[src/core/ird_consts.svh]
`ifndef IRD_CONSTS_SVH
`define IRD_CONSTS_SVH

// call word layout
`define ICS_BIT 16
`define PAGE_HI 15
`define ENTRY_HI 5
`define ENTRY_LAST 6'h36

// transfer modes
`define XMODE_NONE 2'h0
`define XMODE_OPER 2'h1
`define XMODE_MEM 2'h2

// machine states as {total, issue}
`define MS_BASIC {6'h02, 6'h01}
`define MS_DIVIDE {6'h10, 6'h0F}
`define MS_ROOT {6'h14, 6'h13}
`define MS_PWIN {6'h05, 6'h04}
`define MS_PVOL {6'h07, 6'h06}
`define MS_FACE {6'h10, 6'h0F}
`define MS_INTERP {6'h1A, 6'h19}
`define MS_LCLIP {6'h22, 6'h21}
`define MS_CCLIP {6'h1B, 6'h1A}
`define MS_VIEWPORT {6'h38, 6'h37}
`define MS_TRANSPOSE {6'h0D, 6'h0C}
`define MS_VERTEX {6'h06, 6'h05}
`define MS_KERNEL {6'h20, 6'h1F}
`define MS_LINECMP {6'h05, 6'h04}
`define MS_SPLINE {6'h16, 6'h15}
`define MS_CHAIN {6'h04, 6'h03}
`define MS_EXT1 {6'h03, 6'h02}
`define MS_EXT2 {6'h05, 6'h04}
`define MS_MAT0 {6'h06, 6'h05}
`define MS_MAT1 {6'h0A, 6'h09}
`define MS_MAT2 {6'h0C, 6'h0B}

`endif

[src/core/ird_pkg.sv]
package ird_pkg;
	// dispatch sequencer states, gray along idle-wait-run
	typedef enum logic [1:0] {
		ST_IDLE = 2'h0,
		ST_WAIT = 2'h1,
		ST_RUN = 2'h3
	} seq_state_t;

	// special handling of a routine
	typedef enum logic [1:0] {
		KIND_PLAIN = 2'h0,
		KIND_ABORT = 2'h1,
		KIND_CHECK = 2'h2
	} routine_kind_t;

	// one row of the routine table
	typedef struct packed {
		logic known;
		logic [5:0] total;
		logic [5:0] issue;
		routine_kind_t kind;
	} routine_info_t;
endpackage : ird_pkg

[src/core/pin_sync_if.sv]
`timescale 1ns/1ps
// synchronised pin levels between sync stage and sequencer
interface pin_sync_if;
	logic ready_level;
	logic coproc_level;
	modport source (output ready_level, output coproc_level);
	modport sink (input ready_level, input coproc_level);
endinterface : pin_sync_if

[src/core/internal_routine_dispatch.sv]
// Notes on behaviour
// - call needs select bit 16 and entry
// - each routine has total and issue counts
// - coprocessor: host cycles are states halved
// - host-independent: one state per clock
// - host-independent accepts only mode 0 calls
// - modes 1, 2 count after operands arrive
// - add, subtract, compare: 2(1)
// - square roots take 20(19)
// - window compare 5(4), volume 7(6)
// - facing test takes 16(15)
// - line plane clips take 34(33)
// - color clips take 27(26)
// - viewport 56(55), interpolate 26(25)
// - spline 22(21), kernel filter 32(31)
// - abort stops running operation, 2(1)
// - check reports completion; vertex init 6(5)
// - series extremes 3(2) and 5(4)
// - polynomial and multiply-accumulate 4(3)
// - matrix steps 6(5), 10(9), 12(11)
// - ready low freezes state and outputs
`timescale 1ns/1ps
`include "ird_consts.svh"
module internal_routine_dispatch (
	// clock and reset
	input wire logic clock,
	input wire logic resetn,
	// call request from sequencer logic
	input wire logic call_valid,
	input wire logic [`ICS_BIT:0] call_word,
	input wire logic [1:0] call_mode,
	input wire logic operands_arrived,
	// device pins
	input wire logic ready_pin,
	input wire logic coproc_mode_pin,
	// status
	output logic issue_ready,
	output logic routine_active,
	output logic results_valid,
	output logic call_rejected,
	output logic op_aborted,
	output logic check_clear,
	output logic [`ENTRY_HI:0] active_entry,
	output logic [5:0] clock_cycles
);
	import ird_pkg::*;

	////////////////////////////////////////////////////////////////////
	// routine table

	// timing row builder
	function automatic routine_info_t row(input logic [11:0] ms, input routine_kind_t k);
		routine_info_t r;
		r.known = 1'b1;
		r.total = ms[11:6];
		r.issue = ms[5:0];
		r.kind = k;
		return r;
	endfunction : row

	// entry to timing, unlisted and transfer entries unknown
	function automatic routine_info_t lookup(input logic [`ENTRY_HI:0] e);
		routine_info_t r;
		r = '0;
		case (e)
			6'h00, 6'h01, 6'h02, 6'h03: r = row(`MS_BASIC, KIND_PLAIN);
			6'h08: r = row(`MS_BASIC, KIND_PLAIN);
			6'h09, 6'h0A: r = row(`MS_DIVIDE, KIND_PLAIN);
			6'h10: r = row(`MS_PWIN, KIND_PLAIN);
			6'h11: r = row(`MS_PVOL, KIND_PLAIN);
			6'h12: r = row(`MS_FACE, KIND_PLAIN);
			6'h13: r = row(`MS_BASIC, KIND_PLAIN);
			6'h14: r = row(`MS_INTERP, KIND_PLAIN);
			6'h15, 6'h16: r = row(`MS_LCLIP, KIND_PLAIN);
			6'h17, 6'h1C: r = row(`MS_CCLIP, KIND_PLAIN);
			6'h18: r = row(`MS_VIEWPORT, KIND_PLAIN);
			6'h19: r = row(`MS_TRANSPOSE, KIND_PLAIN);
			6'h1A: r = row(`MS_VERTEX, KIND_PLAIN);
			6'h1B: r = row(`MS_KERNEL, KIND_PLAIN);
			6'h1D: r = row(`MS_LINECMP, KIND_PLAIN);
			6'h1E: r = row(`MS_SPLINE, KIND_PLAIN);
			6'h20, 6'h21, 6'h22, 6'h23: r = row(`MS_BASIC, KIND_PLAIN);
			6'h27, 6'h28: r = row(`MS_CHAIN, KIND_PLAIN);
			6'h29, 6'h2A: r = row(`MS_ROOT, KIND_PLAIN);
			6'h2B: r = row(`MS_BASIC, KIND_ABORT);
			6'h2C: r = row(`MS_BASIC, KIND_PLAIN);
			6'h2D: r = row(`MS_BASIC, KIND_CHECK);
			6'h30, 6'h31: r = row(`MS_CHAIN, KIND_PLAIN);
			6'h32: r = row(`MS_EXT1, KIND_PLAIN);
			6'h33: r = row(`MS_EXT2, KIND_PLAIN);
			6'h34: r = row(`MS_MAT0, KIND_PLAIN);
			6'h35: r = row(`MS_MAT1, KIND_PLAIN);
			6'h36: r = row(`MS_MAT2, KIND_PLAIN);
			default: r = '0; // reserved entries stay unknown
		endcase
		return r;
	endfunction : lookup

	// select bit set and entry inside the integer page
	function automatic logic in_page(input logic [`ICS_BIT:0] w);
		return w[`ICS_BIT] && (w[`PAGE_HI:`ENTRY_HI+1] == '0)
			&& (w[`ENTRY_HI:0] <= `ENTRY_LAST);
	endfunction : in_page

	// a new call may be taken in this state and count
	function automatic logic may_issue(input seq_state_t s, input logic [5:0] c,
		input logic [5:0] i);
		return (s == ST_IDLE) || ((s == ST_RUN) && (c >= i));
	endfunction : may_issue

	////////////////////////////////////////////////////////////////////
	// pin synchronisers

	pin_sync_if sync_levels ();

	pin_sync u_pin_sync (
		.clock(clock),
		.resetn(resetn),
		.pins({coproc_mode_pin, ready_pin}),
		.levels(sync_levels.source)
	);

	logic ready_s;
	logic coproc_s;
	assign ready_s = sync_levels.ready_level;
	assign coproc_s = sync_levels.coproc_level;

	////////////////////////////////////////////////////////////////////
	// sequencer state

	seq_state_t state;
	seq_state_t next_state;
	logic [5:0] count;
	logic [5:0] next_count;
	logic [5:0] tail;
	logic [5:0] next_tail;
	logic [5:0] cur_total;
	logic [5:0] next_cur_total;
	logic [5:0] cur_issue;
	logic [5:0] next_cur_issue;
	routine_kind_t cur_kind;
	routine_kind_t next_cur_kind;
	logic next_issue_ready;
	logic next_routine_active;
	logic next_results_valid;
	logic next_call_rejected;
	logic next_op_aborted;
	logic next_check_clear;
	logic [`ENTRY_HI:0] next_active_entry;
	logic [5:0] next_clock_cycles;

	// table row for the presented entry
	routine_info_t info;
	assign info = lookup(call_word[`ENTRY_HI:0]);

	// legal call for the current mode
	logic mode_ok;
	logic legal;
	always_comb begin
		if (coproc_s) begin
			mode_ok = (call_mode != 2'h3);
		end else begin
			mode_ok = (call_mode == `XMODE_NONE);
		end
		legal = in_page(call_word) && info.known && mode_ok;
	end

	// next values of the sequencer
	always_comb begin
		logic can_take;
		logic finishing;
		logic prev_done;
		can_take = 1'b0;
		finishing = 1'b0;
		prev_done = 1'b0;
		next_state = state;
		next_count = count;
		next_tail = tail;
		next_cur_total = cur_total;
		next_cur_issue = cur_issue;
		next_cur_kind = cur_kind;
		next_issue_ready = issue_ready;
		next_routine_active = routine_active;
		next_results_valid = results_valid;
		next_call_rejected = call_rejected;
		next_op_aborted = op_aborted;
		next_check_clear = check_clear;
		next_active_entry = active_entry;
		next_clock_cycles = clock_cycles;
		// ready low: nothing moves, outputs hold
		if (ready_s) begin
			next_results_valid = 1'b0;
			next_call_rejected = 1'b0;
			next_op_aborted = 1'b0;
			// earlier routine still finishing after an overlapped issue
			if (tail != 6'h00) begin
				next_tail = tail - 6'h01;
				if (tail == 6'h01) begin
					next_results_valid = 1'b1;
				end
			end
			// next operation may begin once issue count elapsed
			can_take = may_issue(state, count, cur_issue);
			finishing = (state == ST_RUN) && (count + 6'h01 == cur_total);
			// a check taken while a routine winds up sees it unfinished
			prev_done = (state == ST_IDLE) && (tail == 6'h00);
			case (state)
				ST_IDLE: begin
					next_count = 6'h00;
				end
				ST_WAIT: begin
					// count starts once operands are
					if (operands_arrived) begin
						next_state = ST_RUN;
						next_count = 6'h00;
					end
				end
				ST_RUN: begin
					// one machine state per device clock
					next_count = count + 6'h01;
					if (finishing) begin
						next_results_valid = 1'b1;
						next_state = ST_IDLE;
					end
				end
				default: begin
					next_state = ST_IDLE;
				end
			endcase
			if (call_valid && can_take) begin
				if (!legal) begin
					next_call_rejected = 1'b1;
				end else begin
					if (info.kind == KIND_ABORT) begin
						// running work is dropped, no result for it
						next_tail = 6'h00;
						next_results_valid = 1'b0;
						next_op_aborted = (state != ST_IDLE) || (tail != 6'h00);
					end else if ((state == ST_RUN) && !finishing) begin
						next_tail = cur_total - count - 6'h01;
					end
					if (info.kind == KIND_CHECK) begin
						next_check_clear = prev_done;
					end
					next_cur_total = info.total;
					next_cur_issue = info.issue;
					next_cur_kind = info.kind;
					next_active_entry = call_word[`ENTRY_HI:0];
					// host clocks are half the states in coprocessor mode
					next_clock_cycles = coproc_s ? (info.total >> 1) : info.total;
					next_count = 6'h00;
					if (call_mode == `XMODE_NONE) begin
						next_state = ST_RUN;
					end else begin
						next_state = ST_WAIT;
					end
				end
			end
			next_routine_active = (next_state != ST_IDLE) || (next_tail != 6'h00);
			next_issue_ready = may_issue(next_state, next_count, next_cur_issue);
		end
	end

	////////////////////////////////////////////////////////////////////
	// registers

	// register the sequencer
	always_ff @(posedge clock or negedge resetn) begin
		if (!resetn) begin
			state <= ST_IDLE;
			count <= 6'h00;
			tail <= 6'h00;
			cur_total <= 6'h00;
			cur_issue <= 6'h00;
			cur_kind <= KIND_PLAIN;
			issue_ready <= 1'b1;
			routine_active <= 1'b0;
			results_valid <= 1'b0;
			call_rejected <= 1'b0;
			op_aborted <= 1'b0;
			check_clear <= 1'b1;
			active_entry <= 6'h00;
			clock_cycles <= 6'h00;
		end else begin
			state <= next_state;
			count <= next_count;
			tail <= next_tail;
			cur_total <= next_cur_total;
			cur_issue <= next_cur_issue;
			cur_kind <= next_cur_kind;
			issue_ready <= next_issue_ready;
			routine_active <= next_routine_active;
			results_valid <= next_results_valid;
			call_rejected <= next_call_rejected;
			op_aborted <= next_op_aborted;
			check_clear <= next_check_clear;
			active_entry <= next_active_entry;
			clock_cycles <= next_clock_cycles;
		end
	end
endmodule : internal_routine_dispatch

[src/core/pin_sync.sv]
`timescale 1ns/1ps
module pin_sync (
	// clock and reset
	input wire logic clock,
	input wire logic resetn,
	// raw pins
	input wire logic [1:0] pins,
	// synchronised levels
	pin_sync_if.source levels
);
	import ird_pkg::*;

	logic [1:0] synced;

	// two flops per pin, first stage read only by the second
	genvar g;
	generate
		for (g = 0; g < 2; g++) begin : g_sync
			logic first;
			logic second;
			always_ff @(posedge clock or negedge resetn) begin
				if (!resetn) begin
					first <= 1'b0;
					second <= 1'b0;
				end else begin
					first <= pins[g];
					second <= first;
				end
			end
			assign synced[g] = second;
		end
	endgenerate

	assign levels.ready_level = synced[0];
	assign levels.coproc_level = synced[1];
endmodule : pin_sync

[config.mk]
export PLATFORM = sky130hd
export DESIGN_NAME = internal_routine_dispatch
export DESIGN_NICKNAME = d
export VERILOG_FILES = /design/src/core/ird_pkg.sv /design/src/core/pin_sync_if.sv /design/src/core/internal_routine_dispatch.sv /design/src/core/pin_sync.sv
export VERILOG_INCLUDE_DIRS = /design/src /design/src/core
export SDC_FILE = /design/constraint.sdc
export NUM_CORES = 1
export LEC_CHECK = 0
export ABC_AREA = 0
export BUFFER_PORTS_ARGS = -buffer_cell sky130_fd_sc_hd__buf_2
export CAP_MARGIN = 20
export CORE_ASPECT_RATIO = 0.7
export CORE_MARGIN = 2
export CORE_UTILIZATION = 60
export CTS_BUF_LIST = sky130_fd_sc_hd__clkbuf_16
export DETAILED_ROUTE_END_ITERATION = 10
export PLACE_DENSITY = 0.86
export REMOVE_ABC_BUFFERS = 1
export SETUP_SLACK_MARGIN = 0.15
export SLEW_MARGIN = 20
export SYNTH_ARGS = -nofsm -noshare
export SYNTH_HDL_FRONTEND = slang
export SYNTH_SLANG_ARGS = --single-unit
export TNS_END_PERCENT = 20
[constraint.sdc]
create_clock -name clock -period 6.25 [get_ports clock]
set_input_delay 0.625 -clock clock [delete_from_list [all_inputs] [get_ports clock]]
set_output_delay 0.625 -clock clock [all_outputs]
set_load 0.01 [all_outputs]
# Word level (Yosys, flattened, before mapping)
# Memories as Yosys holds them, arrays and structs flattened.
# Cells that the tools add are included.
# Widths: inputs -> output; s select.
dict set report classes {
  magnitude_cmp 3
  n_reduce_logical 26
  eq_ne 8
  n_addsub 4
  muxes 35
}
# cell count
set op_table {}
lappend op_table {{$mux 6} 14}
lappend op_table {{$pmux 6 s3} 1}
lappend op_table {{$mux 1} 13}
lappend op_table {{$ge 6x6->1} 2}
lappend op_table {{$mux 2} 6}
lappend op_table {{$reduce_bool 6->1} 2}
lappend op_table {{$sub 6x1->6 const B} 2}
lappend op_table {{$logic_and 1x1->1} 10}
lappend op_table {{$logic_not 10->1} 1}
lappend op_table {{$add 6x1->6 const B} 1}
lappend op_table {{$eq 2x2->1 const B} 3}
lappend op_table {{$eq 6x1->1 const B} 1}
lappend op_table {{$eq 6x6->1} 1}
lappend op_table {{$le 6x6->1 const B} 1}
lappend op_table {{$logic_not 2->1} 3}
lappend op_table {{$logic_not 6->1} 1}
lappend op_table {{$pmux 2 s3} 1}
lappend op_table {{$sub 6x6->6} 1}
lappend op_table {{$eq 2x1->1 const B} 2}
lappend op_table {{$logic_or 1x1->1} 4}
lappend op_table {{$reduce_and 4->1} 1}
lappend op_table {{$reduce_bool 2->1} 2}
lappend op_table {{$reduce_and 3->1} 1}
lappend op_table {{$ne 2x2->1 const B} 1}
lappend op_table {{$logic_not 1->1} 1}
dict set report totals {
  mem_bits_ro 960
  ff_bits 48
  mem_count 1
  output_inout_bits 18
}
# memory words word_bits rd rd_ports_with_merged_regs write_ports line_no
set mem_list {}
lappend mem_list {{(no name shown)} 64 15 1 0 0 internal_routine_dispatch.sv:65} ;# case (e)

# Longest topological paths before layout
dict set report logic_depth {
  word_depth 12
  depth_mapped 18
  depth_no_buf 17
}

# Hierarchy
# From an unflattened synthesis, not the netlist that was laid out.
dict set report hier_totals {
  cells_unflattened 469
  hier_area_um2 3950.0
}
# mod seq_area_each_um2 n_inst area_per_inst_um2 cells_each
set by_module_without_submodules {}
lappend by_module_without_submodules {internal_routine_dispatch 1103.6 1 3849.9 465}
lappend by_module_without_submodules {pin_sync 100.1 1 100.1 4}

# Least setup slack after synthesis
# OpenSTA, ideal clock, no wires.
dict set report synth_timing {
  path_kind {in2reg}
  startpoint {input port call_word[0]}
  endpoint {register issue_ready}
  slack_ns 2.668
  t_arrival_ns 3.503
  n_path_buf 1
  setup_ns 0.080
  cell_stages 17
  path_cell_list {ha_1 and3_1 a221oi_2 nor2b_1 nor4_2 and3_1 buf_6 mux2i_1 ha_1 nand2b_1 a21o_1 a21o_1 a21o_1 a21o_1 a21oi_1 a211oi_1 o22a_1}
}
dict set report synth_via {
  elab_chain_len 10
  elab_cells_between_ends 19
  classes_between {order compare (2); eq/ne (1); mux (9); reduce/logical (6); memory (1)}
}
# item line_no
set synth_lines {}
lappend synth_lines {{from (decl)} internal_routine_dispatch.sv:30} ;# input wire logic [`ICS_BIT:0] call_word,
lappend synth_lines {{parallel branches: the longest is 9 deep, another holds $mem_v2 64x15} n/a}
lappend synth_lines {{$logic_or 1x1->1 *} internal_routine_dispatch.sv:108} ;# return (s == ST_IDLE) || ((s == ST_RUN) && (c >= i));
lappend synth_lines {{to (signal assigned)} internal_routine_dispatch.sv:291} ;# issue_ready <= next_issue_ready;
lappend synth_lines {{to (decl)} internal_routine_dispatch.sv:37} ;# output logic issue_ready,
# Every way passes the cells marked *. The select of a mux whose other input is x is not followed.
# A chain may end at the register's enable or synchronous reset.

# Final worst setup path
dict set report layout_timing {
  startpoint {input port call_word[1]}
  endpoint {register issue_ready}
}
# Same word-level chain as after synthesis.

==> summary.txt <==
Final Cycle Share - 63.5%
Seq/Total Area, Yosys - 31.8%
Core ar. - 6160 um^2
post-synthesis mux area share - 8.88%
Leakage - 1.98 nW
crit end category - register
synthesized flop and latch total - 48
most frequent cells in the layout - 49 x nand2_1, 48 x o21ai_0, 46 x dfrtp_1
largest net degree at the start of global routing - 49
CP max stage cell - and3_1
via count of the routed design - 3524
count of input and output buffers - 42
clock-pin transition on the worst setup and hold timing paths - 0.07 ns
CTS Buf Count - 5
VDD IR max - 160 uV
CP arrival - 4.19 ns
Post-synth EDFFs - 0
Synth area leader - dfrtp_1
total grt overflow - 0
CP Class - in2reg
most common cell after layout, fill and taps aside - nand2_1
Hold Fails Final Rpt - 0
Synth Area in XOR/XNOR - 3.24%
initial DRC count - 433
fin area - 4150 um^2
share of the synthesized area in the top cell type - 30.4%
antenna cells - 0
Post-Synth Adder-Cell Area - 9.44%
Mean Syn Cell Area - 8.37 um^2
gpl congestion - 0.914
Int Pwr - 0.656 mW
final wirelength - 9810 um
1st-pass router iterations - 5
Final Net Count - 531
critical path startpoint category - primary input
relative max-transition margin - 57.8%
Max-cap violations - 0
synthesized area - 3790 um^2
Pins Over Slew Limit - 0
vias per cell - 6.33
most used cell, CP - a21o_1
complex-gate fraction of the synthesized area - 20.9%
worst-path fanout max - 12
ys flop type - dfrtp_1
die width - 99.0 um
Fin Clk Skew - 0.00961 ns
Clock Power Share - 31.3%
Initial Utilization - 61.6%
final worst-path setup slack - 2.28 ns
# rows - 24
CP peak stage delay - 0.52 ns
vias in the first global route - 3268
# resized after CTS - 0
simple-gate share of the synthesized area - 19.0%
min-delay worst type - in2async
Post-Layout Cell Count - 557
Tightest Pin Transition - 0.633 ns
Die Span Y - 70.5 um
Final setup viols - 0
drt drc - 0
NetSw - 0.340 mW
htree depth - 2
Area contributors post-synth - dfrtp_1 30%, ha_1 8.9%, o21ai_0 6.3%
antenna-violating nets left - 0
initial antenna violation count - 0
Cells after DPL - 549
combinational family with the most area after synthesis - compound AO/OA/AOI/OAI gates
Top delay family on crit path - compound AO/OA/AOI/OAI gates
Bufs on Longest Clock Path - 2
CTS tree - done
All-Layer GR Usage - 28.9%
DP HPWL - 7140 um
post-CTS setup buffer count - 0
Area Growth Syn to Fin - 9.54%
CTS Hold Buffers Added - 0
ratio of cells with drive above 1 in the final layout - 16.1%
ys async rst share - 100%
RSZ-0062 raised after global routing - false
IO Pins - 43
Root Buffer - clkbuf_16
Cells after Synth - 453
Place WS - 2.02 ns
sequential power share - 37.2%
die area - 6980 um^2
Synth warnings - 0
Cell Chain, Critical Path - buf_2 > ha_1 > nor2_1 > a221oi_2 > nor2b_1 > nor4_2 > and3_1 > mux2i_1 > ha_1 > nand2b_1 > a21o_1 > a21o_1 > a21o_1 > a21o_1 > a21oi_1 > a211oi_1 > o22a_1
share of total power in combinational logic - 31.6%
Clock Latency Late Sink - 0.29 ns
first-pass GRT wire length - 16100 um
Overall Power - 0.997 mW
clk sinks - 48
Crit path required time - 6.47 ns
Switching Share - 34.1%
Buf+Inv Stages, Crit Path - 1
Tmin final - 3.97 ns
synth unique cells - 60
Max Fclk - 252 MHz
placed inst area - 3980 um^2
setup total negative slack - 0 ns
status - finished clean
DR WL/cell - 17.6 um
Pwr Density - 240 nW/um^2
-- kinds of logic after synthesis --
group | after synthesis
AOI/OAI and AO/OA | 130
xor gates and xnor gates | 14
adders and majority gates | 28
buffers and inverters | 60
DFF | 48
muxes | 28
and+or+nand+nor | 145
-- path summary, 6_finish.rpt --
path | depth (start not counted) | slack, ns | startpoint | to
worst min register to register | 0 | 0.35 | u_pin_sync.g_sync[0].first$_DFF_PN0_ | u_pin_sync.levels.ready_level$_DFF_PN0_
worst max register to register | 17 | 2.41 | count[0]$_DFFE_PN0P_ | issue_ready$_DFFE_PN1P_
worst min-delay path | 1 | 0.34 | resetn | active_entry[3]$_DFFE_PN0P_
min in group clock | 0 | 0.35 | u_pin_sync.g_sync[0].first$_DFF_PN0_ | u_pin_sync.levels.ready_level$_DFF_PN0_
worst max-delay path | 17 | 2.28 | call_word[1] | issue_ready$_DFFE_PN1P_
max in group asynchronous | 1 | 5.46 | resetn | active_entry[0]$_DFFE_PN0P_
-- cells in the mapped netlist, drive strengths merged (2+ instances only) --
| cell type | count |
|---|---|
| nor3b | 3 |
| buf | 10 |
| or3 | 2 |
| mux2 | 15 |
| nor4 | 7 |
| a21oi | 27 |
| nor3 | 5 |
| a22oi | 2 |
| xor2 | 4 |
| and3 | 4 |
| nor4b | 2 |
| clkbuf | 15 |
| nor2 | 34 |
| ha | 27 |
| nor2b | 7 |
| o22ai | 11 |
| o2111ai | 2 |
| nand3 | 13 |
| o21a | 4 |
| a211o | 2 |
| nand2b | 7 |
| mux2i | 13 |
| a21o | 10 |
| a311oi | 3 |
| a211oi | 5 |
| xnor2 | 10 |
| nand4 | 7 |
| o21ai | 49 |
| and2 | 2 |
| a31oi | 4 |
| inv | 34 |
| nand2 | 50 |
| dfstp | 2 |
| dfrtp | 46 |
-- power by group through the flow --
stage          Combinational, mW  Sequential (mW)  Clock (mW)
2_1_floorplan              0.216            0.372           0
3_3_place_gp               0.293            0.373           0
3_5_place_dp               0.306            0.374           0
4_1_cts                    0.307            0.369       0.311
5_1_grt                    0.346            0.374       0.322
6_report                   0.315            0.370       0.312
-- layer usage --
layer / wire length (um) / global-route usage, % / up-vias
li1: - / - / 1658
met3: 962 / 6.51 / 17
met5: 0 / 0 / -
met4: 136 / 6.09 / 0
met2: 4300 / 42.9 / 193
met1: 4410 / 43.3 / 1656
-- state kept, by name, indices dropped and copies added, names as in the netlist, 2 cells and up --
register	cells
active_entry	6
clock_cycles	6
count	6
cur_issue	6
cur_total	6
state	2
tail	6
u_pin_sync.g_sync.first	2
-- final cells by class --
| type | instances | area (um^2) |
|---|---|---|
| flip-flops and latches | 48 | 1200 |
| clock inverters | 3 | 42.5 |
| repair buffers | 43 | 220 |
| multi-input cells | 345 | 2330 |
| fillers | 493 | 2000 |
| inverters | 35 | 131 |
| well taps | 78 | 97.6 |
| clock buffers | 5 | 125 |
-- metrics by stage --
stage / utilization, % / hold slack (ns)
floorplan: - / 0.329
global placement: 64.7 / 0.333
detailed placement: 64.7 / 0.337
CTS: 67.4 / 0.353
global route: 67.4 / 0.372
finish: 67.4 / 0.338
No activity file was read; power rests on OpenSTA's default activity.
